===== config.mk =====
export PLATFORM = sky130hd
export DESIGN_NAME = tisc_top
export DESIGN_NICKNAME = d
export VERILOG_FILES = /design/src/rtl/tisc_pkg.sv /design/src/rtl/tisc_up_counter.sv /design/src/rtl/tisc_top.sv
export VERILOG_INCLUDE_DIRS = /design/src /design/src/rtl
export SDC_FILE = /design/constraint.sdc
export NUM_CORES = 1
export LEC_CHECK = 0
export ABC_CLOCK_PERIOD_IN_PS = 1700
export BUFFER_PORTS_ARGS = -buffer_cell sky130_fd_sc_hd__buf_4
export CORE_UTILIZATION = 46
export CTS_CLUSTER_DIAMETER = 50
export DETAILED_ROUTE_END_ITERATION = 10
export GPL_TIMING_DRIVEN = 1
export MAX_ROUTING_LAYER = met4
export PLACE_DENSITY = 0.8
export SLEW_MARGIN = 10
export SYNTH_ARGS = -nofsm -noshare
export SYNTH_HDL_FRONTEND = slang
export SYNTH_SLANG_ARGS = --single-unit

===== constraint.sdc =====
create_clock -name sys_clk -period 1.7 [get_ports sys_clk]
set_clock_uncertainty 0.05 [all_clocks]
set_input_delay 0.085 -clock sys_clk [delete_from_list [all_inputs] [get_ports sys_clk]]
set_output_delay 0.085 -clock sys_clk [all_outputs]
set_load 0.03 [all_outputs]

===== src/rtl/tisc_map.svh =====
// Offsets, field positions, reset values and masks of the input selector block.
`ifndef TISC_MAP_SVH
`define TISC_MAP_SVH

// Register indices; the APB byte address is four times the index.
`define TISC_IDX_COUNT_READBACK 32'hFFFFF59A
`define TISC_IDX_INPUT_SELECT_0 32'hFFFFF308
`define TISC_IDX_INPUT_SELECT_1 32'hFFFFF30A
`define TISC_IDX_INPUT_SELECT_3 32'hFFFFF30E
`define TISC_IDX_INPUT_SELECT_5 32'hFFFFF3FA
// Index of the control register holding the timer enable bit.
`define TISC_IDX_TIMER_CONTROL  32'hFFFFF5C0

// Number of low index bits that the decoder compares.
`define TISC_IDX_BITS           12

// Reset values.
`define TISC_SEL_RESET          8'h00
`define TISC_COUNT_RESET        16'h0000
`define TISC_CTRL_RESET         1'b0

// Writable bits; the rest are reserved and read as zero.
`define TISC_SEL0_WMASK         8'h7F
`define TISC_SEL1_WMASK         8'h07
`define TISC_SEL3_WMASK         8'h41
`define TISC_SEL5_WMASK         8'hC0

// Field positions.
`define TISC_SEL0_T3IN1_SERIAL  6
`define TISC_SEL0_T3IN0_SERIAL  5
`define TISC_SEL0_T1IN1_SERIAL  4
`define TISC_SEL0_T1IN0_SERIAL  3
`define TISC_SEL0_T0IN1_HI      2
`define TISC_SEL0_T0IN1_LO      1
`define TISC_SEL0_T0IN0_CAN     0
`define TISC_SEL1_T4IN1_SERIAL  2
`define TISC_SEL1_T2IN1_CAN     1
`define TISC_SEL1_T2IN0_CAN     0
`define TISC_SEL3_T5IN0_CAN     6
`define TISC_SEL3_T4IN0_SERIAL  0
`define TISC_SEL5_T6IN1_SERIAL  7
`define TISC_SEL5_T6IN0_SERIAL  6
`define TISC_CTRL_ENABLE_BIT    0

`endif


===== src/rtl/tisc_pkg.sv =====
// Types shared by the timer input selector block.
package tisc_pkg;

    // One bit for each timer capture input that the selectors serve.
    typedef struct packed {
        logic t0In0;
        logic t0In1;
        logic t1In0;
        logic t1In1;
        logic t2In0;
        logic t2In1;
        logic t3In0;
        logic t3In1;
        logic t4In0;
        logic t4In1;
        logic t5In0;
        logic t6In0;
        logic t6In1;
    } tisc_cap_s;

    // Alternative sources that a selector may route to a capture input.
    typedef struct packed {
        logic [7:0] serialReceiveLine;
        logic [4:0] canTimestampOut;
        logic       timerMMatchIrq;
    } tisc_src_s;

    // Source choice of the timer 0 input 1 field.
    typedef enum logic [1:0] {
        T0IN1_PIN = 2'h0,
        T0IN1_CAN = 2'h1,
        T0IN1_TMM = 2'h2
    } tisc_t0in1_e;

endpackage


===== src/rtl/tisc_up_counter.sv =====
// Up-counter of the timer with enable-driven clear.
`timescale 1ns/1ps
`default_nettype none
`include "tisc_map.svh"

module tisc_up_counter #(
    parameter int WIDTH = 16
) (
    input  wire logic             sys_clk,
    input  wire logic             reset,
    input  wire logic             enable,
    input  wire logic             countTick,
    output var  logic [WIDTH-1:0] count
);

    initial begin
        if (WIDTH != 16) begin
            $error("tisc_up_counter: WIDTH must be 16");
        end
    end

    logic [WIDTH-1:0] count_reg;
    logic [WIDTH-1:0] count_next;

    // A cleared enable holds the counter at zero, standing in for the stopped operating clock.
    assign count_next = !enable   ? WIDTH'(`TISC_COUNT_RESET) :
                        countTick ? count_reg + WIDTH'(1) : count_reg;

    // Counter state, cleared by system reset.
    always_ff @(posedge sys_clk or posedge reset) begin
        if (reset) begin
            count_reg <= WIDTH'(`TISC_COUNT_RESET);
        end else begin
            count_reg <= count_next;
        end
    end

    assign count = count_reg;

endmodule // tisc_up_counter
`default_nettype wire


===== src/rtl/tisc_top.sv =====
// Timer counter readback and capture input selectors behind an APB slave.
//
// Notes on behaviour
// - Counter readback is read-only, whole halfword; writes to it are refused.
// - With timer enable clear, counter readback returns zero.
// - With timer enable set, readback returns the live up-counter value.
// - Any reset clears the counter readback to zero.
// - All selector registers reset to zero, so every input takes its pin.
// - Selectors accept byte writes; single-bit writes arrive as byte writes.
// - Select 0 bits 6..3 route serial lines 3..0 to timer 3/1 inputs.
// - Select 0 bits 2:1 pick pin, CAN 1 timestamp or timer M match.
// - Select 0 bit 0 routes CAN 0 timestamp to timer 0 input 0.
// - Select 1 bits 2..0 route serial 5 and CAN 3/2 timestamps.
// - Select 3 bit 6 routes CAN 4, bit 0 routes serial line 4.
// - Select 5 bits 7 and 6 route serial lines 7 and 6 to timer 6.
// - Clearing timer enable stops and clears the timer counter.
//
// Chosen here: the APB interface to the registers.
`timescale 1ns/1ps
`default_nettype none
`include "tisc_map.svh"

module tisc_top #(
    parameter int ADDR_W  = 14,
    parameter int COUNT_W = 16
) (
    input  wire logic               sys_clk,
    input  wire logic               reset,
    // APB slave port.
    input  wire logic               psel,
    input  wire logic               penable,
    input  wire logic               pwrite,
    input  wire logic [ADDR_W-1:0]  paddr,
    input  wire logic [31:0]        pwdata,
    input  wire logic [3:0]         pstrb,
    output logic                    pready,
    output var  logic [31:0]        prdata,
    output var  logic               pslverr,
    // Count clock tick of the timer.
    input  wire logic               countTick,
    // Dedicated capture pins and alternative sources.
    input  wire tisc_pkg::tisc_cap_s capturePins,
    input  wire tisc_pkg::tisc_src_s altSources,
    // Routed capture inputs toward the timers' edge detectors.
    output tisc_pkg::tisc_cap_s     captureInputs,
    // Timer enable bit, for the rest of the timer.
    output var  logic               timerEnable
);

    ////////////////////////////////////////////////////////////////////////////////
    // Parameter checks.

    // The decoder needs the index bits plus the two byte-offset bits.
    initial begin
        if (ADDR_W < `TISC_IDX_BITS + 2) begin
            $error("tisc_top: ADDR_W must be at least 14");
        end
        if (COUNT_W != 16) begin
            $error("tisc_top: COUNT_W must be 16");
        end
    end

    ////////////////////////////////////////////////////////////////////////////////
    // Functions.

    // True when the bus word address matches a register index.
    function automatic logic idxHit(input logic [`TISC_IDX_BITS-1:0] word,
                                    input logic [31:0] idx);
        idxHit = (word == idx[`TISC_IDX_BITS-1:0]);
    endfunction

    // Masked selector merge, only when byte lane 0 is strobed.
    function automatic logic [7:0] selMerge(input logic [7:0] cur,
                                            input logic [7:0] wd,
                                            input logic [7:0] mask,
                                            input logic       lane0);
        selMerge = lane0 ? (wd & mask) : cur;
    endfunction

    ////////////////////////////////////////////////////////////////////////////////
    // Address decode.

    logic [`TISC_IDX_BITS-1:0] wordAddr;
    logic                      aligned;
    logic                      hitCount;
    logic                      hitSel0;
    logic                      hitSel1;
    logic                      hitSel3;
    logic                      hitSel5;
    logic                      hitCtrl;
    logic                      hitAny;
    logic                      setupPhase;
    logic                      accessDone;
    logic                      wrDone;
    logic                      badAccess;

    // The word index sits above the two byte-offset bits; higher address bits are ignored.
    assign wordAddr   = paddr[`TISC_IDX_BITS+1:2];
    assign aligned    = (paddr[1:0] == 2'h0);
    assign hitCount   = aligned && idxHit(wordAddr, `TISC_IDX_COUNT_READBACK);
    assign hitSel0    = aligned && idxHit(wordAddr, `TISC_IDX_INPUT_SELECT_0);
    assign hitSel1    = aligned && idxHit(wordAddr, `TISC_IDX_INPUT_SELECT_1);
    assign hitSel3    = aligned && idxHit(wordAddr, `TISC_IDX_INPUT_SELECT_3);
    assign hitSel5    = aligned && idxHit(wordAddr, `TISC_IDX_INPUT_SELECT_5);
    assign hitCtrl    = aligned && idxHit(wordAddr, `TISC_IDX_TIMER_CONTROL);
    assign hitAny     = hitCount || hitSel0 || hitSel1 || hitSel3 || hitSel5 || hitCtrl;

    // No wait states: every access phase completes at once.
    assign pready     = 1'b1;
    assign setupPhase = psel && !penable;
    assign accessDone = psel && penable && pready;
    assign wrDone     = accessDone && pwrite;

    // No write path into the counter readback; a write answers with an error.
    assign badAccess  = !hitAny || (pwrite && hitCount);

    ////////////////////////////////////////////////////////////////////////////////
    // Selector and control registers.

    logic [7:0] sel0_reg;
    logic [7:0] sel1_reg;
    logic [7:0] sel3_reg;
    logic [7:0] sel5_reg;
    logic       ctrl_reg;
    logic [7:0] sel0_next;
    logic [7:0] sel1_next;
    logic [7:0] sel3_next;
    logic [7:0] sel5_next;
    logic       ctrl_next;

    // Masking keeps reserved bits at zero even if software writes ones there.
    assign sel0_next = (wrDone && hitSel0) ?
                       selMerge(sel0_reg, pwdata[7:0], `TISC_SEL0_WMASK, pstrb[0]) :
                       sel0_reg;
    assign sel1_next = (wrDone && hitSel1) ?
                       selMerge(sel1_reg, pwdata[7:0], `TISC_SEL1_WMASK, pstrb[0]) :
                       sel1_reg;
    assign sel3_next = (wrDone && hitSel3) ?
                       selMerge(sel3_reg, pwdata[7:0], `TISC_SEL3_WMASK, pstrb[0]) :
                       sel3_reg;
    assign sel5_next = (wrDone && hitSel5) ?
                       selMerge(sel5_reg, pwdata[7:0], `TISC_SEL5_WMASK, pstrb[0]) :
                       sel5_reg;
    assign ctrl_next = (wrDone && hitCtrl && pstrb[0]) ?
                       pwdata[`TISC_CTRL_ENABLE_BIT] : ctrl_reg;

    // Out of reset every capture input takes its own pin.
    always_ff @(posedge sys_clk or posedge reset) begin
        if (reset) begin
            sel0_reg <= `TISC_SEL_RESET;
            sel1_reg <= `TISC_SEL_RESET;
            sel3_reg <= `TISC_SEL_RESET;
            sel5_reg <= `TISC_SEL_RESET;
        end else begin
            sel0_reg <= sel0_next;
            sel1_reg <= sel1_next;
            sel3_reg <= sel3_next;
            sel5_reg <= sel5_next;
        end
    end

    // Timer enable bit, cleared by reset.
    always_ff @(posedge sys_clk or posedge reset) begin
        if (reset) begin
            ctrl_reg <= `TISC_CTRL_RESET;
        end else begin
            ctrl_reg <= ctrl_next;
        end
    end

    assign timerEnable = ctrl_reg;

    ////////////////////////////////////////////////////////////////////////////////
    // Timer counter.

    logic [COUNT_W-1:0] count;
    logic [15:0]        countReadback;

    // The counter is held cleared while the enable bit is low.
    tisc_up_counter #(
        .WIDTH     (COUNT_W)
    ) u_counter (
        .sys_clk   (sys_clk),
        .reset     (reset),
        .enable    (ctrl_reg),
        .countTick (countTick),
        .count     (count)
    );

    // Reads see zero while disabled, the live count otherwise.
    assign countReadback = ctrl_reg ? count[15:0] :
                                      `TISC_COUNT_RESET;

    ////////////////////////////////////////////////////////////////////////////////
    // Read data path.

    logic [31:0] readMux;
    logic [31:0] prdata_reg;
    logic [31:0] prdata_next;
    logic        pslverr_reg;
    logic        pslverr_next;

    // Narrow registers read in the low bits, zero above.
    assign readMux = hitCount ? {16'h0000, countReadback} :
                     hitSel0  ? {24'h000000, sel0_reg} :
                     hitSel1  ? {24'h000000, sel1_reg} :
                     hitSel3  ? {24'h000000, sel3_reg} :
                     hitSel5  ? {24'h000000, sel5_reg} :
                     hitCtrl  ? {31'h00000000, ctrl_reg} :
                                32'h00000000;

    // Read data and error are caught in the setup cycle, so they stand through the access
    // phase; the count value is the one at the setup edge.
    assign prdata_next  = setupPhase ? ((!pwrite && !badAccess) ? readMux : 32'h00000000) :
                                       prdata_reg;
    assign pslverr_next = setupPhase ? badAccess : pslverr_reg;

    // Bus answer registers.
    always_ff @(posedge sys_clk or posedge reset) begin
        if (reset) begin
            prdata_reg  <= 32'h00000000;
            pslverr_reg <= 1'b0;
        end else begin
            prdata_reg  <= prdata_next;
            pslverr_reg <= pslverr_next;
        end
    end

    assign prdata  = prdata_reg;
    assign pslverr = pslverr_reg;

    ////////////////////////////////////////////////////////////////////////////////
    // Capture input routing.

    tisc_pkg::tisc_t0in1_e t0In1Choice;
    tisc_pkg::tisc_cap_s   routed;

    // A set upper bit selects the timer M match whatever the lower bit says.
    assign t0In1Choice = sel0_reg[`TISC_SEL0_T0IN1_HI] ? tisc_pkg::T0IN1_TMM :
                         sel0_reg[`TISC_SEL0_T0IN1_LO] ? tisc_pkg::T0IN1_CAN :
                                                         tisc_pkg::T0IN1_PIN;

    // Pure combinational selection: no flop sits between source and edge detector, so the
    // timer sees the source exactly as it would see the pin. The price is that switching a
    // selector while the timer runs can fake an edge, which is why software must not.
    always_comb begin
        routed = capturePins;
        unique case (t0In1Choice)
            tisc_pkg::T0IN1_PIN: routed.t0In1 = capturePins.t0In1;
            tisc_pkg::T0IN1_CAN: routed.t0In1 = altSources.canTimestampOut[1];
            tisc_pkg::T0IN1_TMM: routed.t0In1 = altSources.timerMMatchIrq;
            default:             routed.t0In1 = capturePins.t0In1;
        endcase
        if (sel0_reg[`TISC_SEL0_T0IN0_CAN]) begin
            routed.t0In0 = altSources.canTimestampOut[0];
        end
        if (sel0_reg[`TISC_SEL0_T1IN0_SERIAL]) begin
            routed.t1In0 = altSources.serialReceiveLine[0];
        end
        if (sel0_reg[`TISC_SEL0_T1IN1_SERIAL]) begin
            routed.t1In1 = altSources.serialReceiveLine[1];
        end
        if (sel0_reg[`TISC_SEL0_T3IN0_SERIAL]) begin
            routed.t3In0 = altSources.serialReceiveLine[2];
        end
        if (sel0_reg[`TISC_SEL0_T3IN1_SERIAL]) begin
            routed.t3In1 = altSources.serialReceiveLine[3];
        end
        if (sel1_reg[`TISC_SEL1_T2IN0_CAN]) begin
            routed.t2In0 = altSources.canTimestampOut[2];
        end
        if (sel1_reg[`TISC_SEL1_T2IN1_CAN]) begin
            routed.t2In1 = altSources.canTimestampOut[3];
        end
        if (sel1_reg[`TISC_SEL1_T4IN1_SERIAL]) begin
            routed.t4In1 = altSources.serialReceiveLine[5];
        end
        if (sel3_reg[`TISC_SEL3_T4IN0_SERIAL]) begin
            routed.t4In0 = altSources.serialReceiveLine[4];
        end
        if (sel3_reg[`TISC_SEL3_T5IN0_CAN]) begin
            routed.t5In0 = altSources.canTimestampOut[4];
        end
        if (sel5_reg[`TISC_SEL5_T6IN0_SERIAL]) begin
            routed.t6In0 = altSources.serialReceiveLine[6];
        end
        if (sel5_reg[`TISC_SEL5_T6IN1_SERIAL]) begin
            routed.t6In1 = altSources.serialReceiveLine[7];
        end
    end

    assign captureInputs = routed;

endmodule // tisc_top
`default_nettype wire


==> results.toml <==
[cells_and_area]
drive_above_1_share_pct = 41.7
n_antenna_cell = 0
finalInstanceArea_mm2 = 0.00370
fin_cells = 446
syn_to_final_growth_pct = 37.8
final_nets = 457
fin_util_pct = 66.3

[hold_path]
hp-class = "input pin to flop"

[setup_path]
path_class = "flop to flop"
worstPathArrival_ns = 1.72
end_kind = "flop"
crit_path_max_fanout = 8
start_kind = "flop"
required_ns = 1.88

[drt]
first_pass_iters = 4
drc = 0
detail_route.iter0.violations = 190
routedWlPerCell_um = 13.8
viasPerCell = 5.26
vias = 2345
totalWireLength_um = 6180
ant_nets = 0

[power_and_ir_drop]
swShare_pct = 31.1
power_density_mw_per_mm2 = 711
p_int_mw = 1.81
comb_power_share_pct = 23.5
pwr-share-seq_pct = 50.3
p_switching_uw = 816
power_leakage_nw = 1.76
power.share.clock_pct = 26.3
ir_drop_mv = 0.544

[sta]
drv_slew = 0
period_needed_ns = 1.54
hold_viol = 0
finalCritPeriodShare_pct = 90.8
max_freq_mhz = 648
rsz0062_at_grt = "false"
fin_setup_tns_ns = 0
setup_viol = 0

[global_routing]
overflow = 0
globalRouteTotalUtil_pct = 22.3
grt_pass1_vias = 2289
grt_max_degree = 49
antenna_found_initial = 0
grt_pass1_wl_um = 10500

[clocking]
cts_tree = "built"
cts.root.buffer_cell = "clkbuf_8"
cts_sinks = 48
numCtsBuffers = 5
clockBufferDepth = 2
clkTransAtPathRegs_ns = 0.09
insertion_delay_ns = 0.30
htree_levels = 2
cts-resized-gates = 0

[floorplanning]
die_h_um = 78.4
core_area_mm2 = 0.00557
die_w_um = 78.4
dieArea_mm2 = 0.00614
num_rows = 27
io_pins = 131
initial_core_util_pct = 48.1

[logic_synthesis]
syn_avg_cell_area_um2 = 10.5
synth-seq-area-share_pct = 44.8
synth_top_flop_cell = "dfrtp_1"
synth_edf_count = 0
synth-seq-cells = 48
ys_async_sr_fraction_pct = 100
yosysWarnings = 0
synthCells = 256
yosysUniqueCellTypes = 46
syn_area_mm2 = 0.00268

[placement]
dp.cells = 428
dpl_cell_area_mm2 = 0.00351
place_hpwl_um = 4750
port_buffers = 86
gp_congestion = 0.933

[outcome]
status = "complete, no violations"

[run]
max_cap_viol_count = 0
## logic make-up (layout without fill, tap and decap cells)
family,Yosys count,count (layout),share of synthesized area (%)
fa+ha+maj,1,1,0.466
compound gates,38,38,9.42
xor+xnor,13,13,4.24
flops,48,48,44.8
other cells,2,17,0.280
mux,28,28,11.8
buf+inv,31,134,7.04
simple gates,95,95,21.9
## stage by stage
step / setup slack, ns / total power, mW / hold WS, ns
floorplan: 0.0607 / 1.69 / 0.152
global placement: 0.00715 / 1.91 / 0.0999
detailed placement: -0.0209 / 1.93 / 0.0997
CTS: 0.0945 / 2.64 / 0.00700
global route: 0.0542 / 2.77 / 0.0201
finish: 0.156 / 2.63 / 0.0148
## power groups by stage
stage	sequential, mW	combinational [mW]	clock, mW
after floorplan	1.33	0.358	0
after global placement	1.33	0.573	0
after detailed placement	1.34	0.594	0
after CTS	1.32	0.617	0.702
after global routing	1.34	0.678	0.758
final	1.32	0.616	0.690
## worst paths after layout
check                              startpoint                  end  slack, ns  cells after the start
hold / removal                         pwrite              pslverr       0.01                      3
min in group asynchronous               reset           prdata[15]       0.32                      4
setup reg to reg           u_counter.count[5]  u_counter.count[11]       0.16                      5
hold reg to reg                     prdata[6]            prdata[6]       0.45                      2
max in group asynchronous               reset          sel0_reg[0]       1.07                      4
setup / recovery           u_counter.count[5]  u_counter.count[11]       0.16                      5
## cell usage in the layout, fill, tap and decap left out, types with 7 or more instances in the layout
| master | instances |
|---|---|
| nor3_1 | 7 |
| mux2_2 | 22 |
| nand4_1 | 9 |
| buf_4 | 108 |
| dlygate4sd3_1 | 9 |
| a22o_1 | 9 |
| nand2_1 | 21 |
| conb_1 | 17 |
| o21ai_0 | 13 |
| dfrtp_1 | 48 |
| xnor2_1 | 7 |
| nor2_1 | 19 |
## per-layer routing
metal | track usage, % | part of all wire [%] | routed length, µm
met1 | 28.1 | 44 | 2720
met2 | 37.5 | 49 | 3010
met3 | 3.84 | 6.0 | 371
met4 | 5.74 | 1.3 | 78
met5 | - | 0 | 0
## synthesized netlist by cell type, types with 6 or more instances
| library cell | count | share of area (%) |
|---|---|---|
| nand3_1 | 6 | 1.1 |
| xor2_1 | 6 | 2.0 |
| nor2_1 | 19 | 2.7 |
| o21ai_0 | 13 | 2.4 |
| nand4_1 | 9 | 2.1 |
| dfrtp_1 | 48 | 45 |
| nand2_1 | 21 | 2.9 |
| a22o_1 | 9 | 2.9 |
| mux2_2 | 22 | 9.2 |
| xnor2_1 | 7 | 2.3 |
| a21oi_1 | 6 | 1.1 |
| buf_4 | 17 | 4.8 |
| inv_1 | 7 | 0.98 |
| nor3_1 | 7 | 1.3 |
## critical path: stages, from the launching register on
cell,delay (ns)
dfrtp_1,0.43
and4_1,0.23
nand4_1,0.10
buf_4,0.17
or3_1,0.35
a21oi_1,0.14
## cell type report
| cell class | count | area (µm²) |
|---|---|---|
| Sequential cell | 48 | 1200 |
| Tap cell | 72 | 90.1 |
| Fill cell | 448 | 1880 |
| Multi-Input combinational cell | 192 | 1350 |
| Timing Repair Buffer | 119 | 941 |
| Inverter | 7 | 26.3 |
| Clock buffer | 5 | 68.8 |
| Clock inverter | 3 | 21.3 |
## repair_timing
action                                 4_1_cts  5_1_grt
setup endpoints to repair                    0        6
setup buffers                                0        1
endpoints found under the hold margin       62        0
hold buffers                                 9        0
(Power assumes the default switching activity.)
